`src/hdl/gpb_pkg.sv`:
```
// Constants, register map and helpers for the three-port GPIO block.
// Assumes an 8-bit CPU special-function-register access port on clk_sys_i.
package gpb_pkg;
	// ********************************
	// Geometry
	// ********************************
	localparam int GPB_W = 8;
	localparam int GPB_NPORTS = 3;
	localparam logic [GPB_NPORTS-1:0] GPB_HAS_PU = 3'h5;
	// ********************************
	// Register map
	// ********************************
	localparam logic [15:0] GPB_DIR_ADDR [GPB_NPORTS] = '{16'hff20, 16'hff22, 16'hff24};
	localparam logic [15:0] GPB_PUB_ADDR [GPB_NPORTS] = '{16'hff30, 16'hff32, 16'hff34};
	localparam logic [15:0] GPB_LAT_ADDR [GPB_NPORTS] = '{16'hff00, 16'hff02, 16'hff04};
	// ********************************
	// Reset values
	// ********************************
	localparam logic [GPB_W-1:0] GPB_DIR_RST = 8'hff;
	localparam logic [GPB_W-1:0] GPB_PUB_RST = 8'h00;
	localparam logic [GPB_W-1:0] GPB_LAT_RST = 8'h00;
	localparam logic [GPB_W-1:0] GPB_RD_NONE = 8'h00;
	// ********************************
	// Alternate function pins
	// ********************************
	localparam int GPB_TMR_PORT = 1;
	localparam int GPB_TMR_BIT = 3;
	localparam int GPB_CPT_BIT = 4;
	localparam int GPB_KEY_PORT = 2;
	localparam int GPB_INT0_BIT = 6;
	localparam int GPB_INT1_BIT = 7;

	// Replaces one bit of a byte
	function automatic logic [GPB_W-1:0] gpb_merge_bit(input logic [GPB_W-1:0] old,
		input logic [2:0] sel, input logic val);
		logic [GPB_W-1:0] res;
		res = old;
		res[sel] = val;
		return res;
	endfunction
endpackage

```
`src/hdl/gpb_port_if.sv`:
```
// Signals between the register decoder and one 8-bit port.
// Assumes both ends run on the same clock.
`timescale 1ns/1ns
interface gpb_port_if #(parameter int W = 8);
	logic wr_dir;
	logic wr_lat;
	logic wr_pub;
	logic [W-1:0] wdata;
	logic [W-1:0] dir;
	logic [W-1:0] lat;
	logic [W-1:0] pub;
	logic [W-1:0] level;
	logic [W-1:0] rdval;
	modport ctrl(output wr_dir, output wr_lat, output wr_pub, output wdata,
		input dir, input lat, input pub, input level, input rdval);
	modport port(input wr_dir, input wr_lat, input wr_pub, input wdata,
		output dir, output lat, output pub, output level, output rdval);
endinterface

```
`src/hdl/gpb_sync.sv`:
```
// Two-stage synchroniser for pin levels.
// Assumes asynchronous inputs and a synchronous active-high reset.
`timescale 1ns/1ns
module gpb_sync #(
	parameter int W = 8
) (
	input wire logic clk_sys_i,
	input wire logic srst_i,
	input wire logic [W-1:0] d_i,
	output logic [W-1:0] q_o
);
	typedef struct packed {
		logic [W-1:0] s1;
		logic [W-1:0] s2;
	} gpb_sync_state_t;

	gpb_sync_state_t st;
	gpb_sync_state_t next_st;

	always_comb begin
		next_st.s1 = d_i;
		next_st.s2 = st.s1;
		if (srst_i) begin
			next_st = '0;
		end
	end

	always_ff @(posedge clk_sys_i) begin
		st <= next_st;
	end

	assign q_o = st.s2;
endmodule

```
`src/hdl/gpb_port.sv`:
```
// One 8-bit port: direction, output latch, pull-up select, pin sampling.
// Assumes write strobes are one-hot per access, from the decoder.
`timescale 1ns/1ns
module gpb_port
	import gpb_pkg::*;
#(
	parameter bit HAS_PU = 1'b1
) (
	input wire logic clk_sys_i,
	input wire logic srst_i,
	input wire logic [GPB_W-1:0] pin_i,
	gpb_port_if.port pif
);
	typedef struct packed {
		logic [GPB_W-1:0] dir;
		logic [GPB_W-1:0] lat;
		logic [GPB_W-1:0] pub;
	} gpb_port_state_t;

	gpb_port_state_t st;
	gpb_port_state_t next_st;

	gpb_sync #(.W(GPB_W)) u_sync (
		.clk_sys_i(clk_sys_i),
		.srst_i(srst_i),
		.d_i(pin_i),
		.q_o(pif.level)
	);

	always_comb begin
		next_st = st;
		if (pif.wr_dir) begin
			next_st.dir = pif.wdata;
		end
		if (pif.wr_lat) begin
			next_st.lat = pif.wdata;
		end
		if (pif.wr_pub && HAS_PU) begin
			next_st.pub = pif.wdata;
		end
		if (srst_i) begin
			next_st.dir = GPB_DIR_RST;
			next_st.lat = GPB_LAT_RST;
			next_st.pub = GPB_PUB_RST;
		end
	end

	always_ff @(posedge clk_sys_i) begin
		st <= next_st;
	end

	assign pif.dir = st.dir;
	assign pif.lat = st.lat;
	assign pif.pub = st.pub;
	// Output-mode bits read the latch, input-mode bits read the pin
	assign pif.rdval = (st.dir & pif.level) | (~st.dir & st.lat);
endmodule

```
`src/hdl/gpb_top.sv`:
```
// Three-port GPIO block with direction, latch and pull-up registers.
// Assumes a CPU register port: one-cycle strobes, address stable with them.
`timescale 1ns/1ns

module gpb_top
	import gpb_pkg::*;
(
	input wire logic clk_sys_i,
	input wire logic srst_i,
	input wire logic [15:0] sfr_addr_i,
	input wire logic sfr_wr_i,
	input wire logic [GPB_W-1:0] sfr_wdata_i,
	input wire logic sfr_bit_wr_i,
	input wire logic [2:0] sfr_bit_sel_i,
	input wire logic sfr_bit_val_i,
	input wire logic sfr_rd_i,
	output logic [GPB_W-1:0] sfr_rdata_o,
	input wire logic [GPB_NPORTS*GPB_W-1:0] pin_i,
	output logic [GPB_NPORTS*GPB_W-1:0] pin_o,
	output logic [GPB_NPORTS*GPB_W-1:0] pin_oe_n_o,
	output logic [2*GPB_W-1:0] pullup_en_o,
	input wire logic timer_output_pin_i,
	output logic capture_trigger_input_o,
	output logic [5:0] key_return_inputs_low_o,
	output logic key_return_input_6_o,
	output logic key_return_input_7_o,
	output logic ext_interrupt_input_0_o,
	output logic ext_interrupt_input_1_o
);
	typedef struct packed {
		logic [GPB_W-1:0] rdata;
	} gpb_top_state_t;

	gpb_top_state_t st;
	gpb_top_state_t next_st;

	logic wr_any;
	logic [GPB_W-1:0] port_rd [GPB_NPORTS];
	logic [GPB_W-1:0] rd_val;

	gpb_port_if #(.W(GPB_W)) pif [GPB_NPORTS] ();

	assign wr_any = sfr_wr_i | sfr_bit_wr_i;

	// ********************************
	// Per-port decode and pins
	// ********************************
	genvar k;
	generate
		for (k = 0; k < GPB_NPORTS; k++) begin : g_port
			logic hit_dir;
			logic hit_lat;
			logic hit_pub;
			logic [GPB_W-1:0] drive;

			assign hit_dir = (sfr_addr_i == GPB_DIR_ADDR[k]);
			assign hit_lat = (sfr_addr_i == GPB_LAT_ADDR[k]);
			assign hit_pub = (sfr_addr_i == GPB_PUB_ADDR[k]) && GPB_HAS_PU[k];

			assign pif[k].wr_dir = wr_any & hit_dir;
			assign pif[k].wr_lat = wr_any & hit_lat;
			assign pif[k].wr_pub = wr_any & hit_pub;

			// Bit writes rebuild the whole byte from its current read value
			always_comb begin
				pif[k].wdata = sfr_wdata_i;
				if (sfr_bit_wr_i) begin
					if (hit_dir) begin
						pif[k].wdata = gpb_merge_bit(pif[k].dir, sfr_bit_sel_i,
							sfr_bit_val_i);
					end else if (hit_pub) begin
						pif[k].wdata = gpb_merge_bit(pif[k].pub, sfr_bit_sel_i,
							sfr_bit_val_i);
					end else begin
						pif[k].wdata = gpb_merge_bit(pif[k].rdval, sfr_bit_sel_i,
							sfr_bit_val_i);
					end
				end
			end

			always_comb begin
				port_rd[k] = GPB_RD_NONE;
				if (hit_dir) begin
					port_rd[k] = pif[k].dir;
				end else if (hit_pub) begin
					port_rd[k] = pif[k].pub;
				end else if (hit_lat) begin
					port_rd[k] = pif[k].rdval;
				end
			end

			// Timer output is ORed in, so it needs a cleared latch
			always_comb begin
				drive = pif[k].lat;
				if (k == GPB_TMR_PORT) begin
					drive[GPB_TMR_BIT] = pif[k].lat[GPB_TMR_BIT] | timer_output_pin_i;
				end
			end

			assign pin_o[k*GPB_W +: GPB_W] = drive;
			assign pin_oe_n_o[k*GPB_W +: GPB_W] = pif[k].dir;

			gpb_port #(.HAS_PU(GPB_HAS_PU[k])) u_port (
				.clk_sys_i(clk_sys_i),
				.srst_i(srst_i),
				.pin_i(pin_i[k*GPB_W +: GPB_W]),
				.pif(pif[k])
			);
		end
	endgenerate

	// ********************************
	// Pull-ups and alternate inputs
	// ********************************
	assign pullup_en_o[GPB_W-1:0] = pif[0].pub & pif[0].dir;
	assign pullup_en_o[2*GPB_W-1:GPB_W] = pif[2].pub & pif[2].dir;

	assign capture_trigger_input_o = pif[GPB_TMR_PORT].level[GPB_CPT_BIT];
	assign key_return_inputs_low_o = pif[GPB_KEY_PORT].level[5:0];
	assign key_return_input_6_o = pif[GPB_KEY_PORT].level[GPB_INT0_BIT];
	assign key_return_input_7_o = pif[GPB_KEY_PORT].level[GPB_INT1_BIT];
	// Pin levels, not latches, so driven changes also raise requests
	assign ext_interrupt_input_0_o = pif[GPB_KEY_PORT].level[GPB_INT0_BIT];
	assign ext_interrupt_input_1_o = pif[GPB_KEY_PORT].level[GPB_INT1_BIT];

	// ********************************
	// Read data register
	// ********************************
	always_comb begin
		rd_val = GPB_RD_NONE;
		for (int i = 0; i < GPB_NPORTS; i++) begin
			rd_val = rd_val | port_rd[i];
		end
	end

	always_comb begin
		next_st = st;
		if (sfr_rd_i) begin
			next_st.rdata = rd_val;
		end
		if (srst_i) begin
			next_st.rdata = GPB_RD_NONE;
		end
	end

	always_ff @(posedge clk_sys_i) begin
		st <= next_st;
	end

	assign sfr_rdata_o = st.rdata;

	generate
		for (k = 0; k < GPB_NPORTS; k++) begin : g_chk

		end
	endgenerate
endmodule

```
`config.mk`:
```
export PLATFORM = sky130hd
export DESIGN_NAME = gpb_top
export DESIGN_NICKNAME = d
export VERILOG_FILES = /design/src/hdl/gpb_pkg.sv /design/src/hdl/gpb_port_if.sv /design/src/hdl/gpb_sync.sv /design/src/hdl/gpb_port.sv /design/src/hdl/gpb_top.sv
export SDC_FILE = /design/constraint.sdc
export NUM_CORES = 1
export LEC_CHECK = 0
export BUFFER_PORTS_ARGS = -buffer_cell sky130_fd_sc_hd__buf_4
export CAP_MARGIN = 20
export CORE_UTILIZATION = 45
export DETAILED_ROUTE_END_ITERATION = 10
export MAX_ROUTING_LAYER = met4
export PLACE_DENSITY = 0.72
export SYNTH_ARGS = -nofsm -noshare
export SYNTH_HDL_FRONTEND = slang
export SYNTH_HIERARCHICAL = 1
export SYNTH_SLANG_ARGS = --single-unit
```
`constraint.sdc`:
```
create_clock -name clk_sys_i -period 5 [get_ports clk_sys_i]
set_clock_uncertainty 0.2 [all_clocks]
set_input_delay 0.5 -clock clk_sys_i [delete_from_list [all_inputs] [get_ports clk_sys_i]]
set_output_delay 0.5 -clock clk_sys_i [all_outputs]
set_load 0.01 [all_outputs]
```
After elaboration in Yosys (flattened, before gate mapping)
Index checks and enable logic that the tools add are counted.

operators by class
  order comparisons = 2
  equal/unequal tests = 8
  mux-type cells = 26
  bitwise operators = 26
  reduce and logical (&&, ||, !) cells = 1

operators with widths
  operator                                                     number
  equality test 16 bit (second input constant)                 8
  two-way mux 8 bit                                            16
  AND 8 bit                                                    8
  bitwise mux 8 bit                                            8
  bitwise OR 8 bit                                             5
  NOT 8 bit                                                    3
  AND 1 bit                                                    8
  less-than comparator 3 x 4 -> 1 bit (second input constant)  1
  demux 1 bit (select 3 bit)                                   1
  >= comparator 3 x 1 -> 1 bit (second input constant)         1
  bitwise OR 1 bit                                             2
  logical AND 1 bit                                            1
  two-way mux 1 bit                                            1

storage, ports and cells
  flip-flop bits (word level) = 120
  bits of input ports = 58
  word-level logic and storage cells = 78

Depth between registers and ports, before layout
Gate-level depths: netlist (run 1).

  depth in word-level cells = 8
  gate-level depth with buffers = 9

By module
Netlist (run 1), hierarchy kept.

by module, submodules not included
  module                            times used  cells each  area an instance (um2)  seq. area each (um2)
  gpb_port at g_port[0].u_port ...  2           85          954.7                   480.5
  gpb_top                           1           281         1909.3                  160.2
  gpb_sync                          3           41          524.3                   320.3
  gpb_port at g_port[1].u_port      1           69          743.2                   320.3

Worst setup path before layout (run 1)
OpenSTA, ideal clock, no wires.

  kind = input to register
  from = in sfr_addr_i[14]
  to = reg g_port[2].u_port.st, in the netlist g_port[2].u_port/pif.dir[1]
  setup time = 0.120 ns
  arrival = 2.199 ns
  setup slack = 2.481 ns
  cell stages on the path = 9
  path buffers = 3
  path through = and4_1 > buf_2 > nand4_1 > or3_1 > clkbuf_1 > nor2_1 > buf_6 > nor2b_2 > a211o_1

between the ends
  elaborated cells on any way between the ends = 6

RTL lines
  item                     line              source
  start: declaration       gpb_top.sv:10     input wire logic [15:0] sfr_addr_i,
  equality test 16 bit     gpb_top.sv:56     assign hit_dir = (sfr_addr_i == GPB_DIR_ADDR[k]);
  AND 1 bit                gpb_top.sv:60     assign pif[k].wr_dir = wr_any & hit_dir;
  named net pif[2].wr_dir  gpb_port_if.sv:5  logic wr_dir;
  end signal: assignment   gpb_port.sv:49    st <= next_st;
  end: declaration         gpb_port.sv:20    gpb_port_state_t st;

The timed path passes the listed nets, and every way through them passes these cells.
A chain may end at the register's enable or synchronous reset.

Worst setup path in the final report (run 1)
  from = in sfr_addr_i[4]
  to = reg g_port[1].u_port.st, in the netlist g_port[1].u_port/pif.lat[1]

between the ends
  elaborated cells on any way between the ends = 5

RTL lines
  item                     line              source
  equality test 16 bit     gpb_top.sv:57     assign hit_lat = (sfr_addr_i == GPB_LAT_ADDR[k]);
  AND 1 bit                gpb_top.sv:61     assign pif[k].wr_lat = wr_any & hit_lat;
  named net pif[1].wr_lat  gpb_port_if.sv:6  logic wr_lat;
  end signal: assignment   gpb_port.sv:49
  end: declaration         gpb_port.sv:20

The timed path passes the listed nets, and every way through them passes these cells.

==> results of run 1 <==
## placed cells by master, fill, tap and decap left out, types with 3 or more instances in the layout
master,instances
buf_4,145
dfxtp_1,120
nor2_1,83
mux2i_1,70
nor2b_1,37
o21ai_0,27
nor2b_2,25
mux2_2,24
and2_1,19
nand2_1,18
a211o_2,18
and2b_2,18
clkbuf_16,17
o22ai_1,16
o31ai_1,9
and3b_1,8
a211oi_1,8
a21oi_1,6
a31oi_1,6
a211o_1,6
nand4_1,4
o221ai_1,4
a21o_1,4
o21bai_1,4
and4_1,3
nor3b_1,3
or2_2,3
a311oi_1,3
clkinv_2,3
clkinv_4,3
bufinv_16,3
clkbuf_8,3
## state kept, by name (all words and copies together), names as in the netlist
| signal | count |
|---|---|
| g_port.u_port/pif.dir | 24 |
| g_port.u_port/pif.lat | 24 |
| g_port.u_port/u_sync/q_o | 24 |
| g_port.u_port/u_sync/st | 24 |
| g_port.u_port/pif.pub | 16 |
| sfr_rdata_o | 8 |
## worst reg2reg max path, delay by kind of cell, from the launching register on
kind               cells  cell delay (ns)
and+or+nand+nor        1             0.56
DFF                    1             0.52
AOI/OAI and AO/OA      3             0.46
muxes                  2             0.37
## worst paths after layout
check	start	slack, ns	cells past startpoint	end
worst max-delay path	sfr_addr_i[4]	2.15	6	g_port[1].u_port/pif.lat[1]
worst min-delay path	pin_i[2]	0.09	2	g_port[0].u_port/u_sync/st[10]
worst max register to register	g_port[0].u_port/pif.dir[7]	2.81	6	sfr_rdata_o[7]
worst min register to register	g_port[1].u_port/u_sync/st[12]	0.23	1	g_port[1].u_port/u_sync/q_o[4]
## metal layers
metal	track usage (%)	wire length (µm)	share of wire [%]
met1	31.91	7771	44
met2	42.32	8443	48
met3	5.426	848	4.8
met4	11.14	433	2.5
met5	-	0	0
## where the power goes
group          leakage, µW  internal (µW)  switching [µW]  total (µW)
clock             0.000299            822             437        1260
combinational      0.00187           87.3             103         190
sequential        0.000979            978            6.82         985
total              0.00315           1890             546        2430
## final cells by class
type                       instances  share of cell area [%]
clock inverter                    11                   1.926
multi-input combinational        450                   42.81
timing repair buffer             146                   14.47
inverter                           2                 0.09877
tap                              176                   2.897
clock buffer                      21                   6.189
sequential                       120                   31.60
## metrics by stage
| step | setup slack (ns) | utilization (%) | hold WS [ns] | power, µW | area (µm²) |
|---|---|---|---|---|---|
| 2_1_floorplan | 2.481 | - | 0.2148 | 1121 | 6067 |
| 3_3_place_gp | 1.848 | 52.75 | 0.2169 | 1189 | 6958 |
| 3_5_place_dp | 1.659 | 52.75 | 0.2254 | 1193 | 6958 |
| 4_1_cts | 2.094 | 57.43 | 0.07557 | 2451 | 7575 |
| 5_1_grt | 2.021 | 57.63 | 0.08422 | 2516 | 7601 |
| 6_report | 2.150 | 57.63 | 0.08957 | 2433 | 7601 |
==> results.sh, run 1 <==
export IMPL_crit_path_end_kind="flip-flop"
export IMPL_cts_resized=0
export IMPL_slew_violations=0
export IMPL_fillers=1156
export IMPL_post_cts_buffers=0
export IMPL_first_pass_iters=7
export IMPL_final_cells=926
export IMPL_cts_tree="done"
export IMPL_yosysWarnings=6
export IMPL_min_path_type="input pin to flip-flop"
export IMPL_root_buffer="clkbuf_16"
export IMPL_wire_per_inst_um=18.90
export IMPL_required_ns=5.09
export IMPL_die_area_um2=13950
export IMPL_rsz0062_at_grt="no"
export IMPL_cpPeakStageDelay_ns=0.82
export IMPL_finalCritPeriodShare_pct=57.00
export IMPL_relSlewSlack_pct=24.72
export IMPL_p_leak_uw=0.003146
export IMPL_cts_sinks=120
export IMPL_power_density_nw_per_um2=320.1
export IMPL_ctsHoldBuffers=0
export IMPL_crit_chain="buf_4, nor4_1, and4_2, nor2b_1, mux2i_1, nor2_1"
export IMPL_drcViolationCount=0
export IMPL_drv_cap=0
export IMPL_worst_ir_drop_vdd_mv=0.3594
export IMPL_path_clk_slew_ns=0.05
export IMPL_gp_congestion=0.8768
export IMPL_path_delay_family="simple AND/OR/NAND/NOR gates"
export IMPL_worstPathArrival_ns=2.94
export IMPL_core_area_um2=13190
export IMPL_overflow=0
export IMPL_crit_type="input pin to flip-flop"
export IMPL_timing_final_hold_violations=0
export IMPL_clock_path_buffers=2
export IMPL_syn_num_nets=691
export IMPL_final_nets=795
export IMPL_num_vias=5143
export IMPL_crit_slowest_cell="nor2b_1"
export IMPL_grt_usage_pct=26.31
export IMPL_cts_buffers_inserted=17
export IMPL_start_util_pct=46.00
export IMPL_fp_row_count=42
export IMPL_status="complete, no violations"
export IMPL_grt_pass1_vias=5082
export IMPL_crit_fanout=13
export IMPL_fin_setup_tns_ns=0
export IMPL_antenna_cells=0
export IMPL_port_buffers=140
export IMPL_grt_pass1_wl_um=27320
export IMPL_period_minus_slack_ns=2.850
export IMPL_vias_per_cell=5.554
export IMPL_ios=141
export IMPL_cp_num_buf_inv=1
export IMPL_synth_area_um2=6067
export IMPL_cts_htree_levels=4
export IMPL_antenna_found_initial=0
export IMPL_die_h_um=118.1
export IMPL_syn_avg_cell_area_um2=9.585
export IMPL_drt_iter0_markers=503
export IMPL_dp_final_hpwl_um=12830
export IMPL_drt_total_wl_um=17500
export IMPL_tightestPinTransition_ns=1.125
export IMPL_multi_input_area_um2=3254
export IMPL_ant_nets=0
export IMPL_die_w_um=118.1
export IMPL_grt_max_degree=49
export IMPL_layout_area_seq_um2=2402
export IMPL_drive_above_1_share_pct=36.53
export IMPL_setup_violations=0
export IMPL_place_inst=891
export IMPL_clk_latency_ns=0.42
export IMPL_synth_cells=633
export IMPL_area_growth_pct=25.28
export IMPL_cp_start_kind="input pin"
export IMPL_timing_fmax_mhz=350.9
(Power assumes the default switching activity.)
==> run 2, diff against run 1 <==
ABC_AREA = 1   (was default)
PLACE_DENSITY = 0.73   (was 0.72)
clock period = 2.5 ns   (was 5 ns; I/O delays follow)
==> results.sh, run 2 <==
export IMPL_hold_path_end="g_port[1].u_port/u_sync/st[10]"
export IMPL_timing_fmax_mhz=479.3
export IMPL_dp_final_hpwl_um=15700
export IMPL_grt_usage_pct=28.68
export IMPL_grt_pass1_wl_um=34070
export IMPL_crit_type="input pin to flip-flop"
export IMPL_final_cell_mix="346 x nand2_1, 174 x buf_4, 170 x inv_1"
export IMPL_period_minus_slack_ns=2.086
export IMPL_cts_buffers_inserted=17
export IMPL_post_cts_buffers=0
export IMPL_die_w_um=125.4
export IMPL_drive_above_1_share_pct=19.14
export IMPL_crit_start="sfr_addr_i[7]"
export IMPL_area_growth_pct=28.59
export IMPL_worstReg2RegEnd="g_port[0].u_port/pif.pub[0]"
export IMPL_num_vias=7197
export IMPL_hold_slack_ns=0.01426
export IMPL_crit_fanout=14
export IMPL_layout_commonest_cell="nand2_1"
export IMPL_start_util_pct=46.60
export IMPL_fillers=1425
export IMPL_clock_path_buffers=2
export IMPL_synth_area_um2=6849
export IMPL_first_pass_iters=8
export IMPL_min_path_cells=2
export IMPL_drt_total_wl_um=21070
export IMPL_syn_num_nets=1179
export IMPL_path_clk_slew_ns=0.06
export IMPL_antenna_found_initial=0
export IMPL_crit_path_end_kind="flip-flop"
export IMPL_die_h_um=125.4
export IMPL_min_path_type="input pin to flip-flop"
export IMPL_antenna_cells=0
export IMPL_rsz0062_at_grt="no"
export IMPL_finalCritPeriodShare_pct=83.46
export IMPL_final_nets=1330
export IMPL_core_area_um2=14700
export IMPL_root_buffer="clkbuf_16"
export IMPL_synth_cells=1121
export IMPL_timing_final_hold_violations=0
export IMPL_setup_violations=0
export IMPL_worst_ir_drop_vdd_mv=0.4095
export IMPL_worstHoldStart="srst_i"
export IMPL_cts_htree_levels=4
export IMPL_grt_pass1_vias=6574
export IMPL_clk_latency_ns=0.42
export IMPL_slew_violations=0
export IMPL_required_ns=2.65
export IMPL_drt_iter0_markers=635
export IMPL_yosysWarnings=6
export IMPL_grt_max_degree=31
export IMPL_cts_sinks=120
export IMPL_r2r_cells=11
export IMPL_p_leak_uw=0.004549
export IMPL_gp_congestion=0.9558
export IMPL_worstPathArrival_ns=2.24
export IMPL_vias_per_cell=4.899
export IMPL_tightestPinTransition_ns=0.5547
export IMPL_relSlewSlack_pct=62.68
export IMPL_r2r_start="g_port[0].u_port/pif.dir[0]"
export IMPL_wire_per_inst_um=14.34
export IMPL_overflow=0
export IMPL_die_area_um2=15720
export IMPL_ant_nets=0
export IMPL_port_buffers=140
export IMPL_cp_start_kind="input pin"
export IMPL_drcViolationCount=8
export IMPL_power_density_nw_per_um2=589.8
export IMPL_drv_cap=0
export IMPL_violations="design-rule violations"
export IMPL_fp_row_count=44
export IMPL_r2r_slack_ns=0.51
export IMPL_syn_avg_cell_area_um2=6.110
export IMPL_status="complete, but fails checks"
export IMPL_ios=141
export IMPL_cts_tree="done"
export IMPL_fin_setup_tns_ns=0
## run 2: how the worst max path moves through the flow
stage	endpoint	cells past startpoint
after floorplan	g_port[1].u_port/pif.lat[6]	13
after global placement	g_port[0].u_port/pif.lat[2]	13
after detailed placement	g_port[0].u_port/pif.lat[2]	13
after CTS	g_port[0].u_port/pif.pub[2]	13
after global routing	g_port[0].u_port/pif.pub[2]	13
final	g_port[0].u_port/pif.pub[2]	13
## run 2: routing by layer
metal | GRT usage, % | up-vias | wire [µm]
li1 | - | 3679 | -
met1 | 36.14 | 3227 | 9437
met2 | 44.82 | 254 | 9602
met3 | 6.975 | 37 | 1602
met4 | 9.684 | 0 | 422
met5 | - | - | 0
## run 2: critical path, cell delays in order
cell     delay, ns
buf_4         0.11
nor2_1        0.16
nand2_1       0.24
nor2_1        0.36
nand2_1       0.12
buf_4         0.20
a21oi_1       0.13
a21oi_1       0.05
o21ai_0       0.26
inv_1         0.10
nand2_1       0.08
nand2_1       0.07
nor2_1        0.11
## run 2: layout make-up
type	instances	area [µm²]	share of cell area [%]
well taps	184	230.2	2.614
clock inverters	10	187.7	2.131
inverters	178	668.1	7.586
clock buffers	22	494.2	5.612
repair buffers	199	1556	17.67
flip-flops and latches	120	2402	27.28
multi-input cells	756	3268	37.11
## run 2: what timing repair did
action	in CTS	in global routing
hold endpoints to repair	26	0
hold buffers	25	0
resized for setup	0	0
## run 2: stage by stage
step | instances | utilization (%) | total power (µW) | setup WS (ns) | instance area [µm²]
after floorplan | 1121 | - | 2271 | 0.6415 | 6849
after global placement | 1412 | 53.58 | 2407 | 0.1499 | 7875
after detailed placement | 1412 | 53.58 | 2412 | 0.1366 | 7875
after CTS | 1469 | 59.92 | 5223 | 0.5276 | 8807
after global routing | 1469 | 59.92 | 5376 | 0.2402 | 8807
final | 1469 | 59.92 | 5195 | 0.4135 | 8807
## run 2: report_power, final
part           total [µW]  switching, µW  internal, µW
combinational         441            255           186
clock                2780            881          1900
sequential           1970           14.0          1950
